### src/hw/general_purpose_timer_set_regs.vh
`ifndef GENERAL_PURPOSE_TIMER_SET_REGS_VH
`define GENERAL_PURPOSE_TIMER_SET_REGS_VH

// ----------------------------------------
// Address map (byte addresses, one word each)
// ----------------------------------------
// Timer n (0 = basic, 1..4 = pairable) sits at n * 0x10
`define TIMER_COUNT_OF 5
`define ADDR_TIMER_FIELD_HI 6
`define ADDR_TIMER_FIELD_LO 4
`define ADDR_REG_FIELD_HI 3
`define ADDR_REG_FIELD_LO 2
`define REG_CONTROL 2'h0
`define REG_COUNT 2'h1
`define REG_PERIOD 2'h2
`define ADDR_STATUS 12'h050
`define ADDR_TOP_LIMIT 12'h050

// ----------------------------------------
// Control register fields
// ----------------------------------------
`define CTL_RUN 15
`define CTL_IDLE_STOP 13
`define CTL_GATE 6
`define CTL_PRESCALE_HI 5
`define CTL_PRESCALE_LO 4
`define CTL_JOIN 3
`define CTL_SYNC 2
`define CTL_CLOCK_SRC 1

// Writable bits per control register kind
`define CTL_MASK_BASIC 16'ha076
`define CTL_MASK_PAIR_LOW 16'ha07a
`define CTL_MASK_PAIR_HIGH 16'ha072

// ----------------------------------------
// Reset values
// ----------------------------------------
`define CONTROL_RESET 16'h0000
`define COUNT_RESET 16'h0000
`define PERIOD_RESET 16'hffff
`define STATUS_RESET 5'h00

// ----------------------------------------
// Prescaler select codes and terminal counts
// ----------------------------------------
`define PRESCALE_CODE_DIV1 2'b00
`define PRESCALE_CODE_DIV8 2'b01
`define PRESCALE_CODE_DIV64 2'b10
`define PRESCALE_LAST_DIV8 8'h07
`define PRESCALE_LAST_DIV64 8'h3f
`define PRESCALE_LAST_DIV256 8'hff

// Event index that drives the converter trigger
`define ADC_TRIGGER_TIMER 2

`endif

### src/hw/general_purpose_timer_set.v
// Functional notes
// - Basic timer run bit starts/stops counting.
// - Idle-stop bit halts timer during Idle.
// - Gate bit accumulates only while gate high.
// - Prescale codes divide by 1/8/64/256.
// - Sync bit synchronises external clock, basic timer.
// - Control write while running clears prescaler.
// - Basic timer: timer, sync counter, async counter.
// - Basic event on period match or gate fall.
// - Basic timer can run in Idle and Sleep.
// - Join bit in low timer forms 32-bit pair.
// - Joined pair ignores high timer control bits.
// - Joined match flags the high timer event.
// - Joined count: high word upper, low lower.
// - Joined period: high word upper, low lower.
// - Joined pair matches full 32-bit period.
// - Pairable timers count synchronously only.
// - Period match drives converter trigger output.
// - Unused control bits read zero, ignore writes.
//
// Design decisions made here: the APB slave port and the register offsets.
`timescale 1ns/1ns
`include "general_purpose_timer_set_regs.vh"

module general_purpose_timer_set (
    input wire pclk,
    input wire presetn,
    input wire psel,
    input wire penable,
    input wire pwrite,
    input wire [11:0] paddr,
    input wire [31:0] pwdata,
    output wire [31:0] prdata,
    output wire pready,
    output wire pslverr,
    input wire idle_mode,
    input wire sleep_mode,
    input wire first_timer_clock_pin,
    input wire [3:0] pair_timer_clock_pin,
    output wire [4:0] timer_event,
    output wire adc_trigger
);

    // ----------------------------------------
    // Helper functions
    // ----------------------------------------

    // The prescaler counts qualified input pulses, not raw pclk cycles, so in
    // external mode the ratio applies to the pin's own rate, in gated mode to pclk cycles with the gate high.
    // Prescaler reaches its terminal count for the selected ratio
    function pre_done;
        input [7:0] pre;
        input [1:0] sel;
        begin
            case (sel)
                `PRESCALE_CODE_DIV1: pre_done = 1'b1;
                `PRESCALE_CODE_DIV8: pre_done = (pre == `PRESCALE_LAST_DIV8);
                `PRESCALE_CODE_DIV64: pre_done = (pre == `PRESCALE_LAST_DIV64);
                default: pre_done = (pre == `PRESCALE_LAST_DIV256);
            endcase
        end
    endfunction

    // Only the low timer of a pair keeps a join bit and only the basic
    // timer keeps a sync bit; every other bit is dropped on write.
    // Writable bit mask of a control register by timer index
    function [15:0] ctl_mask;
        input integer idx;
        begin
            if (idx == 0) begin
                ctl_mask = `CTL_MASK_BASIC;
            end else if (idx == 1 || idx == 3) begin
                ctl_mask = `CTL_MASK_PAIR_LOW;
            end else begin
                ctl_mask = `CTL_MASK_PAIR_HIGH;
            end
        end
    endfunction

    // ----------------------------------------
    // State
    // ----------------------------------------
    // Index 0 is the basic timer, 1..4 the pairable ones. In a joined pair
    // the high timer keeps its own registers, but only its count and period
    // take part; its control word is stored and read back unused.
    reg [15:0] ctrl_r [0:4];
    reg [15:0] cnt_r [0:4];
    reg [15:0] per_r [0:4];
    reg [7:0] pre_r [0:4];
    reg [4:0] flag_r;
    reg [4:0] sync1_r;
    reg [4:0] sync2_r;
    reg [4:0] sync3_r;
    reg async_prev_r;
    reg [4:0] event_r;
    reg adc_trigger_r;
    reg [31:0] prdata_r;

    wire [4:0] pins_w;
    wire join_low_w;
    wire join_high_w;
    wire [2:0] sel_timer_w;
    wire [1:0] sel_reg_w;
    wire is_status_w;
    wire mapped_w;
    wire wr_en_w;

    reg [4:0] adv_w;
    reg [4:0] tick_w;
    reg [4:0] fall_w;
    reg [4:0] slave_w;
    reg [4:0] joined_lo_w;
    reg [4:0] ev_w;
    reg [4:0] ctl_wr_w;
    reg [31:0] rd_w;
    reg [15:0] c;
    reg ext;
    reg edge_seen;
    reg gate_on;
    reg in_tick;
    reg run;

    // Each process owns its loop index; a shared one would let the
    // combinational blocks wake each other without end
    integer i;
    integer j;
    integer k;

    // ----------------------------------------
    // Bus decode
    // ----------------------------------------

    // A word is mapped when it is aligned, inside the window, and names
    // either the status word or one of the three registers of timers 0..4.
    // Anything else answers with an error, reads zero and writes nothing,
    // so a stray pointer in software cannot disturb a running timer.
    // Zero-wait slave; unmapped words answer with an error
    assign pins_w = {pair_timer_clock_pin, first_timer_clock_pin};
    assign sel_timer_w = paddr[`ADDR_TIMER_FIELD_HI:`ADDR_TIMER_FIELD_LO];
    assign sel_reg_w = paddr[`ADDR_REG_FIELD_HI:`ADDR_REG_FIELD_LO];
    assign is_status_w = (paddr == `ADDR_STATUS);
    assign mapped_w = (paddr[1:0] == 2'b00) && (paddr <= `ADDR_TOP_LIMIT)
                      && (is_status_w || (sel_timer_w < 3'h5 && sel_reg_w != 2'h3));
    assign pready = 1'b1;
    assign pslverr = psel & penable & ~mapped_w;
    assign wr_en_w = psel & penable & pwrite & mapped_w;
    assign prdata = prdata_r;
    assign timer_event = event_r;
    assign adc_trigger = adc_trigger_r;

    // Changing a join bit while a pair runs splits or merges the counts
    // on the next edge; software should stop the pair first.
    // Join bits live only in the low timer of each pair
    assign join_low_w = ctrl_r[1][`CTL_JOIN];
    assign join_high_w = ctrl_r[3][`CTL_JOIN];

    // ----------------------------------------
    // Read mux
    // ----------------------------------------

    // The mux is sampled in the setup cycle, so a count read returns the
    // value one cycle before the access edge; software reading a fast
    // timer should allow for that skew.
    // Unused control bits are never stored, so they read zero
    always @* begin
        rd_w = 32'h0000_0000;
        if (is_status_w) begin
            rd_w = {27'h0000000, flag_r};
        end else if (mapped_w) begin
            case (sel_reg_w)
                `REG_CONTROL: rd_w = {16'h0000, ctrl_r[sel_timer_w]};
                `REG_COUNT: rd_w = {16'h0000, cnt_r[sel_timer_w]};
                `REG_PERIOD: rd_w = {16'h0000, per_r[sel_timer_w]};
                default: rd_w = 32'h0000_0000;
            endcase
        end
    end

    // ----------------------------------------
    // Clock input, gating and prescale ticks
    // ----------------------------------------

    // Idle and Sleep only qualify counting; they never touch the stored
    // count, so a timer resumes where it stopped when the mode ends.
    // Per-timer input edge, gate and run qualification
    always @* begin
        adv_w = 5'h00;
        tick_w = 5'h00;
        fall_w = 5'h00;
        slave_w = 5'h00;
        joined_lo_w = 5'h00;
        ctl_wr_w = 5'h00;
        c = 16'h0000;
        ext = 1'b0;
        edge_seen = 1'b0;
        gate_on = 1'b0;
        in_tick = 1'b0;
        run = 1'b0;
        slave_w[2] = join_low_w;
        slave_w[4] = join_high_w;
        joined_lo_w[1] = join_low_w;
        joined_lo_w[3] = join_high_w;
        for (k = 0; k < `TIMER_COUNT_OF; k = k + 1) begin
            c = ctrl_r[k];
            ext = c[`CTL_CLOCK_SRC];
            // Async path only for the basic timer; pairable ones always synchronise
            // The raw path sees glitches on the pin; that is the price of
            // counting while the system clock is stopped.
            if (k == 0 && !c[`CTL_SYNC]) begin
                edge_seen = first_timer_clock_pin & ~async_prev_r;
            end else begin
                edge_seen = sync2_r[k] & ~sync3_r[k];
            end
            // Gate mode counts pclk while the synchronised pin is high;
            // the gate fall event comes from the same history stages
            gate_on = ~ext & c[`CTL_GATE];
            if (ext) begin
                in_tick = edge_seen;
            end else if (gate_on) begin
                in_tick = sync2_r[k];
            end else begin
                in_tick = 1'b1;
            end
            // Sleep stops the system clock; only an unsynchronised basic counter survives
            run = c[`CTL_RUN]
                  & ~(idle_mode & c[`CTL_IDLE_STOP])
                  & ~(sleep_mode & ~(k == 0 && ext && !c[`CTL_SYNC]));
            // A slave high timer never advances by itself; the low pass
            // carries it as the upper half of one 32-bit count
            adv_w[k] = run & in_tick & ~slave_w[k];
            tick_w[k] = adv_w[k] & pre_done(pre_r[k], c[`CTL_PRESCALE_HI:`CTL_PRESCALE_LO]);
            fall_w[k] = run & gate_on & ~slave_w[k] & sync3_r[k] & ~sync2_r[k];
            ctl_wr_w[k] = wr_en_w && !is_status_w && sel_timer_w == k
                          && sel_reg_w == `REG_CONTROL;
        end
    end

    // ----------------------------------------
    // Events
    // ----------------------------------------

    // Joined pair reports through the high timer's event bit
    always @* begin
        ev_w = 5'h00;
        // A joined low timer compares all 32 bits and reports one bit up,
        // so the low word never pulses on its own while the pair is joined
        for (j = 0; j < `TIMER_COUNT_OF; j = j + 1) begin
            if (joined_lo_w[j]) begin
                if (tick_w[j] && {cnt_r[j+1], cnt_r[j]} == {per_r[j+1], per_r[j]}) begin
                    ev_w[j+1] = 1'b1;
                end
                if (fall_w[j]) begin
                    ev_w[j+1] = 1'b1;
                end
            end else if (!slave_w[j]) begin
                if ((tick_w[j] && cnt_r[j] == per_r[j]) || fall_w[j]) begin
                    ev_w[j] = 1'b1;
                end
            end
        end
    end

    // ----------------------------------------
    // Registers and counters
    // ----------------------------------------

    // One clocked process holds every register so that the priority of
    // bus writes over hardware updates is plain from the order below.
    // Counting into a joined high word happens in the low timer's pass.
    // Bus writes come last so a count load beats the counter
    always @(posedge pclk or negedge presetn) begin
        if (!presetn) begin
            for (i = 0; i < `TIMER_COUNT_OF; i = i + 1) begin
                ctrl_r[i] <= `CONTROL_RESET;
                cnt_r[i] <= `COUNT_RESET;
                per_r[i] <= `PERIOD_RESET;
                pre_r[i] <= 8'h00;
            end
            flag_r <= `STATUS_RESET;
            sync1_r <= 5'h00;
            sync2_r <= 5'h00;
            sync3_r <= 5'h00;
            async_prev_r <= 1'b0;
            event_r <= 5'h00;
            adc_trigger_r <= 1'b0;
            prdata_r <= 32'h0000_0000;
        end else begin
            // Pins are sampled every edge even when no timer runs, so the
            // history is valid the moment a timer is started
            // Two-stage synchroniser plus a history stage for edges
            sync1_r <= pins_w;
            sync2_r <= sync1_r;
            sync3_r <= sync2_r;
            async_prev_r <= first_timer_clock_pin;
            event_r <= ev_w;
            adc_trigger_r <= ev_w[`ADC_TRIGGER_TIMER];
            // Clearing by writing ones leaves other flags alone, so software
            // never loses an event it has not yet seen
            // Set beats clear when both land together
            if (wr_en_w && is_status_w) begin
                flag_r <= (flag_r & ~pwdata[4:0]) | ev_w;
            end else begin
                flag_r <= flag_r | ev_w;
            end
            // Read data captured in the setup cycle
            if (psel && !penable) begin
                prdata_r <= rd_w;
            end
            for (i = 0; i < `TIMER_COUNT_OF; i = i + 1) begin
                // The old run bit decides, so starting a stopped timer keeps
                // whatever partial prescale it had
                // Prescaler
                if (ctl_wr_w[i] && ctrl_r[i][`CTL_RUN]) begin
                    pre_r[i] <= 8'h00;
                end else if (adv_w[i]) begin
                    if (tick_w[i]) begin
                        pre_r[i] <= 8'h00;
                    end else begin
                        pre_r[i] <= pre_r[i] + 8'h01;
                    end
                end
                // Match wraps to zero on the tick after equality, so a period
                // of p gives p + 1 ticks between events
                // Counter
                if (tick_w[i]) begin
                    if (joined_lo_w[i]) begin
                        if ({cnt_r[i+1], cnt_r[i]} == {per_r[i+1], per_r[i]}) begin
                            {cnt_r[i+1], cnt_r[i]} <= 32'h0000_0000;
                        end else begin
                            {cnt_r[i+1], cnt_r[i]} <= {cnt_r[i+1], cnt_r[i]} + 32'h0000_0001;
                        end
                    end else if (cnt_r[i] == per_r[i]) begin
                        cnt_r[i] <= 16'h0000;
                    end else begin
                        cnt_r[i] <= cnt_r[i] + 16'h0001;
                    end
                end
                // A write to a high word of a joined pair lands after the
                // low pass above and therefore wins over the carry
                // Software access
                if (wr_en_w && !is_status_w && sel_timer_w == i) begin
                    case (sel_reg_w)
                        `REG_CONTROL: ctrl_r[i] <= pwdata[15:0] & ctl_mask(i);
                        `REG_COUNT: cnt_r[i] <= pwdata[15:0];
                        `REG_PERIOD: per_r[i] <= pwdata[15:0];
                        default: ;
                    endcase
                end
            end
        end
    end

endmodule // general_purpose_timer_set

### config.mk
export PLATFORM = sky130hd
export DESIGN_NAME = general_purpose_timer_set
export DESIGN_NICKNAME = d
export VERILOG_FILES = /design/src/hw/general_purpose_timer_set.v
export VERILOG_INCLUDE_DIRS = /design/src /design/src/hw
export SDC_FILE = /design/constraint.sdc
export NUM_CORES = 1
export LEC_CHECK = 0
export BUFFER_PORTS_ARGS = -buffer_cell sky130_fd_sc_hd__buf_2
export CAP_MARGIN = 20
export CELL_PAD_IN_SITES_DETAIL_PLACEMENT = 0
export CELL_PAD_IN_SITES_GLOBAL_PLACEMENT = 1
export CORE_MARGIN = 10
export CORE_UTILIZATION = 49
export DETAILED_ROUTE_END_ITERATION = 10
export GPL_ROUTABILITY_DRIVEN = 0
export PLACE_DENSITY_LB_ADDON = 0.1
export SLEW_MARGIN = 0
export SYNTH_ARGS = -nofsm -noshare
export SYNTH_HDL_FRONTEND = slang
export SYNTH_SLANG_ARGS = --single-unit
### constraint.sdc
create_clock -name pclk -period 3.6 [get_ports pclk]
set_input_delay 0.18 -clock pclk [delete_from_list [all_inputs] [get_ports pclk]]
set_output_delay 0.18 -clock pclk [all_outputs]
set_load 0.02 [all_outputs]
==> reports/qor.yml, run 1 <==
async_flop_share_pct: 100.0
synth_area_leaders: "dfrtp_1 30%, dfstp_2 13%, mux2_2 7.1%"
nets: 1817
ir_drop_uv: 382.1
period_needed_ns: 3.118
startpoint_type: "register"
numPortBuffers: 62
numCtsBuffers: 34
die-area_mm2: 0.04116
fmax_mhz: 320.7
via_per_inst: 6.293
totalWireLength_um: 55520
critPathKind: "reg2reg"
chipHeight_um: 202.9
rows: 66
timing.critical_path.mode_cell: "a21o_1"
final_antenna_net_count: 0
power_density_mw_per_mm2: 388.5
power.total_w: 0.007212
antenna_found_initial: 0
grt_max_degree: 93
avgSynthCellArea_um2: 9.802
end_kind: "register"
grt_use_total_pct: 26.37
fin_crit_sh_pct: 86.61
finalMaxSlewViolations: 0
grt_first_pass_wirelength_um: 83940
drive_above_1_share_pct: 24.29
cp_data_required_time_ns: 3.99
ys_types: 80
start_util_pct: 49.99
hold_viol: 0
drt_iter0_markers: 1488
wire_per_inst_um: 25.13
cts_resized: 0
slowest_stage: "nand4_1"
drtPass1Iterations: 7
path_cells: "xor2_1 > nor4_1 > nand4_1 > a21o_1 > o21bai_1 > a21oi_1 > a21o_1"
yosysWarningCount: 0
die_w_um: 202.9
netlist_area_mm2: 0.01639
synth_top_area_share_pct: 29.62
areaGrowthSynthToFinish_pct: 13.28
synth_edf_count: 0
outcome: "completed"
grt_setup_unrepaired: "no"
overflow: 0
hold_path.startpoint: "pwdata[9]"
io_pins: 96
via_count: 13900
clock-sinks: 274
syn_inst: 1672
worst_slew_pin_slew_ns: 1.122
clk_path_buf_depth: 3
layout_commonest_cell: "dfrtp_1"
cts_tree: "done"
slew_headroom_pct: 24.90
worstSkewPairLatency_ns: 0.52
drv_cap: 0
holdCritPathClass: "in2reg"
cp_max_fo: 11
skew_ns: 0.01843
final_cell_mix: "194 x dfrtp_1, 171 x nand2_1, 127 x o21ai_0"
dp_hpwl_um: 39940
finalSetupViolCount: 0
core-area_mm2: 0.03278
synth_area_leader_cell: "dfrtp_1"
worstPathArrival_ns: 3.51
power_leakage_nw: 7.914
ys.flop_type: "dfrtp_1"
cts.reportedPaths.clkPinSlew_ns: 0.06
ys_ff_latch: 274
cpPeakStageDelay_ns: 0.57
r2r_start: "per_r[33]$_DFFE_PN1P_"
grt_pass1_vias: 13310
setup_tns_ns: 0
synth_seq_area_share_pct: 42.45
cts_max_level: 2
setup.worst_path.start: "per_r[33]$_DFFE_PN1P_"
drcViolationCount: 0
clockRootBuffer: "clkbuf_16"
## through the flow
stage,cells,setup WS [ns],util (%),area (µm²),hold WS (ns)
2_1_floorplan,1687,0.9878,-,16450,-0.1156
3_3_place_gp,2141,0.6083,52.79,17310,0.2644
3_5_place_dp,2141,0.6078,52.79,17310,0.2601
4_1_cts,2208,0.5663,56.63,18560,0.05190
5_1_grt,2208,0.3684,56.63,18560,0.07039
6_report,2209,0.4820,56.63,18570,0.06362
## Yosys cell counts, types with 7 or more instances
library cell,instances
dfrtp_1,194
nand2_1,171
o21ai_0,127
nor2_1,108
mux2_2,103
dfstp_2,80
clkbuf_1,72
xnor2_1,72
a21oi_1,64
a22oi_1,57
nand3_1,55
xor2_1,55
nand4_1,45
mux4_2,38
nor3_1,35
inv_1,34
and3_1,33
nor4_1,26
ha_1,20
a21o_1,18
buf_4,18
a22o_1,16
nor2b_1,15
o22ai_1,15
a31oi_1,14
buf_2,14
and2_1,13
buf_1,8
nand2b_1,8
a211oi_1,7
nor4b_1,7
o31ai_1,7
or3_1,7
## kinds of logic (layout without fill, tap and decap cells)
| group | count (synthesis) | after routing | synth area share (%) |
|---|---|---|---|
| multiplexers | 145 | 145 | 12.54 |
| other | 2 | 18 | 0.04582 |
| XOR/XNOR | 127 | 127 | 6.787 |
| adder cells (fa/ha/maj) | 20 | 20 | 1.527 |
| buffers and inverters | 147 | 226 | 3.932 |
| AO/OA/AOI/OAI | 389 | 389 | 15.24 |
| AND/OR/NAND/NOR | 568 | 568 | 17.48 |
| flip-flops | 274 | 274 | 42.45 |
## power breakdown
group          internal, W  total [W]  switching (W)
registers          0.00312    0.00316      0.0000431
logic            0.0000960   0.000376       0.000280
clock network      0.00229    0.00367        0.00138
## final timing paths
path | endpoint | slack [ns] | depth (start not counted)
max in group asynchronous | per_r[42]$_DFFE_PN1P_ | 2.28 | 3
hold / removal | cnt_r[25]$_DFF_PN0_ | 0.06 | 3
min in group asynchronous | pre_r[33]$_DFFE_PN0P_ | 0.30 | 2
setup reg to reg | cnt_r[59]$_DFF_PN0_ | 0.48 | 7
setup / recovery | cnt_r[59]$_DFF_PN0_ | 0.48 | 7
hold reg to reg | sync2_r[4]$_DFF_PN0_ | 0.35 | 0
## worst max-delay path: cells and delay by family (launching register included)
| kind | cells | cell delay [ns] |
|---|---|---|
| compound gates | 4 | 1.24 |
| simple gates | 2 | 1.11 |
| flops | 1 | 0.56 |
| xor+xnor | 1 | 0.07 |
## layer usage
| layer | GRT usage, % | part of all wire (%) | vias up | routed length, µm |
|---|---|---|---|---|
| met1 | 35.52 | 43 | 6935 | 23660 |
| met3 | 5.509 | 8.1 | 118 | 4516 |
| met5 | 0 | 0 | - | 0 |
| met4 | 10.29 | 3.8 | 0 | 2137 |
| met2 | 40.82 | 45 | 598 | 25210 |
| li1 | - | - | 6251 | - |
## final cells by class
| cell class | instances | area, µm² |
|---|---|---|
| Tap cell | 442 | 553.0 |
| Clock buffer | 46 | 988.4 |
| Antenna cell | 1 | 2.502 |
| Timing Repair Buffer | 131 | 865.8 |
| Clock inverter | 15 | 210.2 |
| Multi-Input combinational cell | 1266 | 8862 |
| Inverter | 34 | 127.6 |
| Fill cell | 2889 | 14220 |
| Sequential cell | 274 | 6957 |
## timing repair
| item | in CTS | in global routing |
|---|---|---|
| endpoints found under the hold margin | 93 | 0 |
| hold buffers | 6 | 0 |
| endpoints found under the setup margin | 0 | 0 |
| setup buffers | 0 | 0 |
## registers in the layout, summed over array words and instances, names as in the netlist
name,flops
ctrl_r,27
pre_done.pre,8
pre_r,32
sync2_r,5
per_r,80
sync1_r,5
cnt_r,80
c,6
timer_event,5
prdata,16
flag_r,5
sync3_r,5
(Power assumes the default switching activity.)
==> run 2: changes to the inputs <==
--- a/config.mk
+++ b/config.mk
@@ -14,6 +14,7 @@
 export CORE_UTILIZATION = 49
 export DETAILED_ROUTE_END_ITERATION = 10
 export GPL_ROUTABILITY_DRIVEN = 0
+export GPL_TIMING_DRIVEN = 0
 export PLACE_DENSITY_LB_ADDON = 0.1
 export SLEW_MARGIN = 0
 export SYNTH_ARGS = -nofsm -noshare
==> reports/qor.yml, run 2 (same netlist as run 1, synthesis figures left out) <==
outcome: "completed"
worstPathArrival_ns: 3.78
io_pins: 96
power.total_w: 0.007037
slowest_stage: "clkbuf_1"
drv_cap: 0
final_cell_mix: "194 x dfrtp_1, 171 x nand2_1, 127 x o21ai_0"
power_leakage_nw: 7.878
areaGrowthSynthToFinish_pct: 13.75
skew_ns: 0.01131
drive_above_1_share_pct: 21.74
period_needed_ns: 3.345
numCtsBuffers: 31
final_antenna_net_count: 0
fin_crit_sh_pct: 92.91
grt_max_degree: 123
die-area_mm2: 0.04116
cp_max_fo: 10
post_dp_cell_area_mm2: 0.01737
wire_per_inst_um: 25.28
cp_data_required_time_ns: 4.03
antenna_found_initial: 1
critPathKind: "reg2reg"
hold_viol: 0
rows: 66
fmax_mhz: 299.0
cts.reportedPaths.clkPinSlew_ns: 0.06
worstSkewPairLatency_ns: 0.57
hold_path.startpoint: "psel"
reg2regPathDepth: 10
finalSetupViolCount: 0
core-area_mm2: 0.03278
totalWireLength_um: 57100
drt_iter0_markers: 1323
clockRootBuffer: "clkbuf_16"
worst_slew_pin_slew_ns: 1.162
hold_depth: 3
r2r_end: "cnt_r[21]$_DFF_PN0_"
utilization_pct: 56.87
largestRegisters: "cnt_r x80, per_r x80, pre_r x32"
cts_tree: "done"
whs_endpoint: "prdata[7]$_DFFE_PN0P_"
grt_use_total_pct: 27.00
end_kind: "register"
finalMaxSlewViolations: 0
layout_commonest_cell: "dfrtp_1"
ir_drop_uv: 492.8
r2r_start: "ctrl_r[20]$_DFFE_PN0P_"
startpoint_type: "register"
grt_pass1_vias: 13470
path_buf_inv: 3
start_util_pct: 49.99
antenna_cells: 0
via_per_inst: 6.297
clk_path_buf_depth: 3
dp_hpwl_um: 42410
nets: 1872
overflow: 0
power_density_mw_per_mm2: 377.5
postLayoutCellArea_mm2: 0.01864
chipHeight_um: 202.9
slew_headroom_pct: 22.54
drtPass1Iterations: 5
grt_first_pass_wirelength_um: 85830
cpPeakStageDelay_ns: 0.54
drcViolationCount: 0
cts_max_level: 1
die_w_um: 202.9
via_count: 14220
holdCritPathClass: "in2reg"
path_cells: "inv_1 > ha_1 > or3b_2 > a21oi_1 > o211a_2 > clkbuf_1 > clkbuf_1 > o21ai_0 > a22oi_1 > a21oi_1"
clock-sinks: 274
grt_setup_unrepaired: "no"
crit_family: "compound AO/OA/AOI/OAI gates"
r2r_slack_ns: 0.26
numPortBuffers: 54
## run 2: cell count changes in the layout (fill, tap and decap cells not counted), moves of 2 or more
cell	previous run	this run
inv_4	0	3
clkbuf_8	5	7
buf_2	61	70
buf_4	62	22
buf_1	0	8
dlygate4sd3_1	6	12
clkbuf_16	36	34
buf_16	0	2
clkinv_2	7	2
clkbuf_1	5	73
## run 2: timing repair
item                                    4_1_cts  5_1_grt
gates resized for setup                       0        1
hold buffers                                 12        0
setup buffers                                 0        3
endpoints found under the setup margin        0        3
endpoints found under the hold margin        64        0
## run 2: final cells by class
| cell class | count | area [µm²] |
|---|---|---|
| fill | 2964 | 14140 |
| multi-input combinational | 1266 | 8860 |
| sequential | 274 | 6957 |
| clock buffer | 42 | 950.9 |
| tap | 442 | 553.0 |
| buffer | 113 | 516.7 |
| timing repair buffer | 76 | 510.5 |
| clock inverter | 12 | 167.7 |
| inverter | 34 | 127.6 |
## run 2: worst min-delay path, cell delays in order
cell and delay, ns:
buf_2 0.12, nand2b_1 0.12, a22o_1 0.16
## run 2: how the worst max path moves through the flow
stage,start,to,slack (ns),depth (start not counted)
after floorplan,ctrl_r[52]$_DFFE_PN0P_,cnt_r[36]$_DFF_PN0_,0.99,9
after global placement,presetn,cnt_r[25]$_DFF_PN0_,-2.82,1
after detailed placement,paddr[10],cnt_r[59]$_DFF_PN0_,0.20,9
after CTS,cnt_r[35]$_DFF_PN0_,cnt_r[59]$_DFF_PN0_,0.23,9
after global routing,ctrl_r[36]$_DFFE_PN0P_,pre_r[21]$_DFFE_PN0P_,0.08,10
final,ctrl_r[20]$_DFFE_PN0P_,cnt_r[21]$_DFF_PN0_,0.26,10
## run 2: routing by layer
metal / vias up / global-route usage [%] / wire length, µm
met5: - / 0 / 0
met4: 0 / 10.90 / 2493
met3: 140 / 6.321 / 5489
met2: 667 / 40.35 / 25160
met1: 7059 / 37.04 / 23950
li1: 6358 / - / -
## run 2: power by group
group | internal, W | switching (W)
logic | 0.000118 | 0.000302
registers | 0.00312 | 0.0000338
clock network | 0.00212 | 0.00134
## run 2: metrics by stage
stage               instances  setup TNS, ns  setup slack [ns]  hold slack, ns
CTS                      2255              0            0.2337         0.03761
global route             2259              0           0.07950         0.06907
global placement         2183        -623.29            -2.823          0.2894
detailed placement       2189              0            0.1999          0.1199
floorplan                1687              0            0.9878         -0.1156
finish                   2259              0            0.2552         0.05228
==> run 3: changes to the inputs <==
--- a/config.mk
+++ b/config.mk
@@ -11,12 +11,12 @@
 export CELL_PAD_IN_SITES_DETAIL_PLACEMENT = 0
 export CELL_PAD_IN_SITES_GLOBAL_PLACEMENT = 1
 export CORE_MARGIN = 10
-export CORE_UTILIZATION = 49
+export CORE_UTILIZATION = 30
 export DETAILED_ROUTE_END_ITERATION = 10
 export GPL_ROUTABILITY_DRIVEN = 0
 export GPL_TIMING_DRIVEN = 0
 export PLACE_DENSITY_LB_ADDON = 0.1
-export SLEW_MARGIN = 0
+export SLEW_MARGIN = 20
 export SYNTH_ARGS = -nofsm -noshare
 export SYNTH_HDL_FRONTEND = slang
 export SYNTH_SLANG_ARGS = --single-unit
==> constraint.sdc (replaced) <==
create_clock -name pclk -period 3.65 [get_ports pclk]
set_input_delay 0.1825 -clock pclk [delete_from_list [all_inputs] [get_ports pclk]]
set_output_delay 0.1825 -clock pclk [all_outputs]
set_load 0.02 [all_outputs]
==> reports/qor.yml, run 3 (same netlist as run 1, synthesis figures left out) <==
outcome: "completed"
worstPathArrival_ns: 3.91
fillers: 5534
cp_data_required_time_ns: 4.10
areaGrowthSynthToFinish_pct: 16.86
clock-sinks: 274
nets: 1875
worst_slew_pin_slew_ns: 1.192
drcViolationCount: 0
critPathKind: "reg2reg"
finalSetupViolCount: 0
hold_path.startpoint: "pwdata[5]"
worstSkewPairLatency_ns: 0.56
wire_per_inst_um: 26.32
drt_iter0_markers: 1263
power_density_mw_per_mm2: 390.3
busiest_layer: "met2"
via_count: 14040
regArea_mm2: 0.006957
grt_max_degree: 92
period_needed_ns: 3.463
power.total_w: 0.007476
antenna_cells: 0
rows: 85
chipHeight_um: 253.7
slew_headroom_pct: 20.53
start_util_pct: 30.40
startpoint_type: "register"
finalMaxSlewViolations: 0
hold_viol: 0
cp_max_fo: 10
antenna_found_initial: 0
die-area_mm2: 0.06438
drv_cap: 0
core-area_mm2: 0.05392
dp_hpwl_um: 49330
die_w_um: 253.7
cts.reportedPaths.clkPinSlew_ns: 0.06
layout_commonest_cell: "dfrtp_1"
io_pins: 96
grt_pass1_vias: 13550
numPortBuffers: 54
drive_above_1_share_pct: 22.71
clockRootBuffer: "clkbuf_16"
setup.worst_path.start: "cnt_r[55]$_DFF_PN0_"
cts_resized: 0
drtPass1Iterations: 5
cts_max_level: 2
fmax_mhz: 288.8
final_cell_mix: "194 x dfrtp_1, 171 x nand2_1, 127 x o21ai_0"
cts_tree: "done"
grt_util_met3_pct: 3.718
holdCritPathClass: "in2reg"
numCtsBuffers: 37
overflow: 0
grt_first_pass_wirelength_um: 97670
end_kind: "register"
via_per_inst: 5.566
grt_use_total_pct: 20.55
multi_input_area_mm2: 0.008881
final_antenna_net_count: 0
skew_ns: 0.01884
r2r_start: "cnt_r[55]$_DFF_PN0_"
preCtsSetupSlack_ns: 0.03262
setup_ws_ns: 0.1872
clk_path_buf_depth: 3
totalWireLength_um: 66400
grt_setup_unrepaired: "no"
fin_crit_sh_pct: 94.87
largestRegisters: "cnt_r x80, per_r x80, pre_r x32"
grtUsageMet2_pct: 31.75
met1_usage_pct: 28.65
power_leakage_nw: 7.970
ir_drop_uv: 345.0
==> run 3: worst max-delay path: stages, from the launching register on <==
cell,delay [ns]
dfrtp_1,0.54
xor2_1,0.24
nor4_1,0.56
nand4_1,0.56
a21o_1,0.35
clkbuf_1,0.27
o21bai_1,0.56
a21oi_1,0.08
a21o_1,0.17
==> run 3: repair_timing <==
item / in CTS / in global routing
endpoints found under the setup margin: 0 / 9
hold buffers: 10 / 0
hold endpoints to repair: 68 / 0
setup buffers: 0 / 3
==> run 3: layout make-up <==
| cell class | count | share of cell area (%) |
|---|---|---|
| Tap cell | 696 | 4.547 |
| Sequential cell | 274 | 36.32 |
| Buffer | 113 | 2.731 |
| Multi-Input combinational cell | 1266 | 46.37 |
| Timing Repair Buffer | 73 | 2.639 |
| Clock inverter | 20 | 1.215 |
| Inverter | 34 | 0.6663 |
| Clock buffer | 47 | 5.513 |
==> run 3: final timing paths <==
path / endpoint / slack (ns) / cells past startpoint
max: cnt_r[59]$_DFF_PN0_ / 0.19 / 8
min: per_r[5]$_DFFE_PN1P_ / 0.05 / 2
max reg2reg: cnt_r[59]$_DFF_PN0_ / 0.19 / 8
min reg2reg: sync2_r[3]$_DFF_PN0_ / 0.34 / 0
max in group asynchronous: per_r[41]$_DFFE_PN1P_ / 2.25 / 4
min in group asynchronous: pre_r[20]$_DFFE_PN0P_ / 0.15 / 2
==> run 3: report_power, final <==
part           internal (W)  switching (W)
Clock               0.00240        0.00153
Sequential          0.00308      0.0000334
Combinational      0.000119       0.000316
Total               0.00560        0.00188
==> run 3: routing by layer <==
layer | share of wire [%] | vias up
met5 | 0 | -
met4 | 3.0 | 0
met3 | 5.7 | 83
met2 | 45 | 429
met1 | 46 | 7144
li1 | - | 6388
==> run 3: stage by stage <==
step | instance area (µm²) | hold WS (ns) | setup TNS, ns | instances | utilization [%]
floorplan | 16450 | -0.1131 | 0 | 1687 | -
global placement | 17590 | 0.2954 | -752.43 | 2437 | 32.62
detailed placement | 17730 | 0.1517 | 0 | 2442 | 32.89
CTS | 19120 | 0.01775 | 0 | 2519 | 35.46
global route | 19150 | 0.04339 | 0 | 2523 | 35.52
finish | 19150 | 0.05443 | 0 | 2523 | 35.52
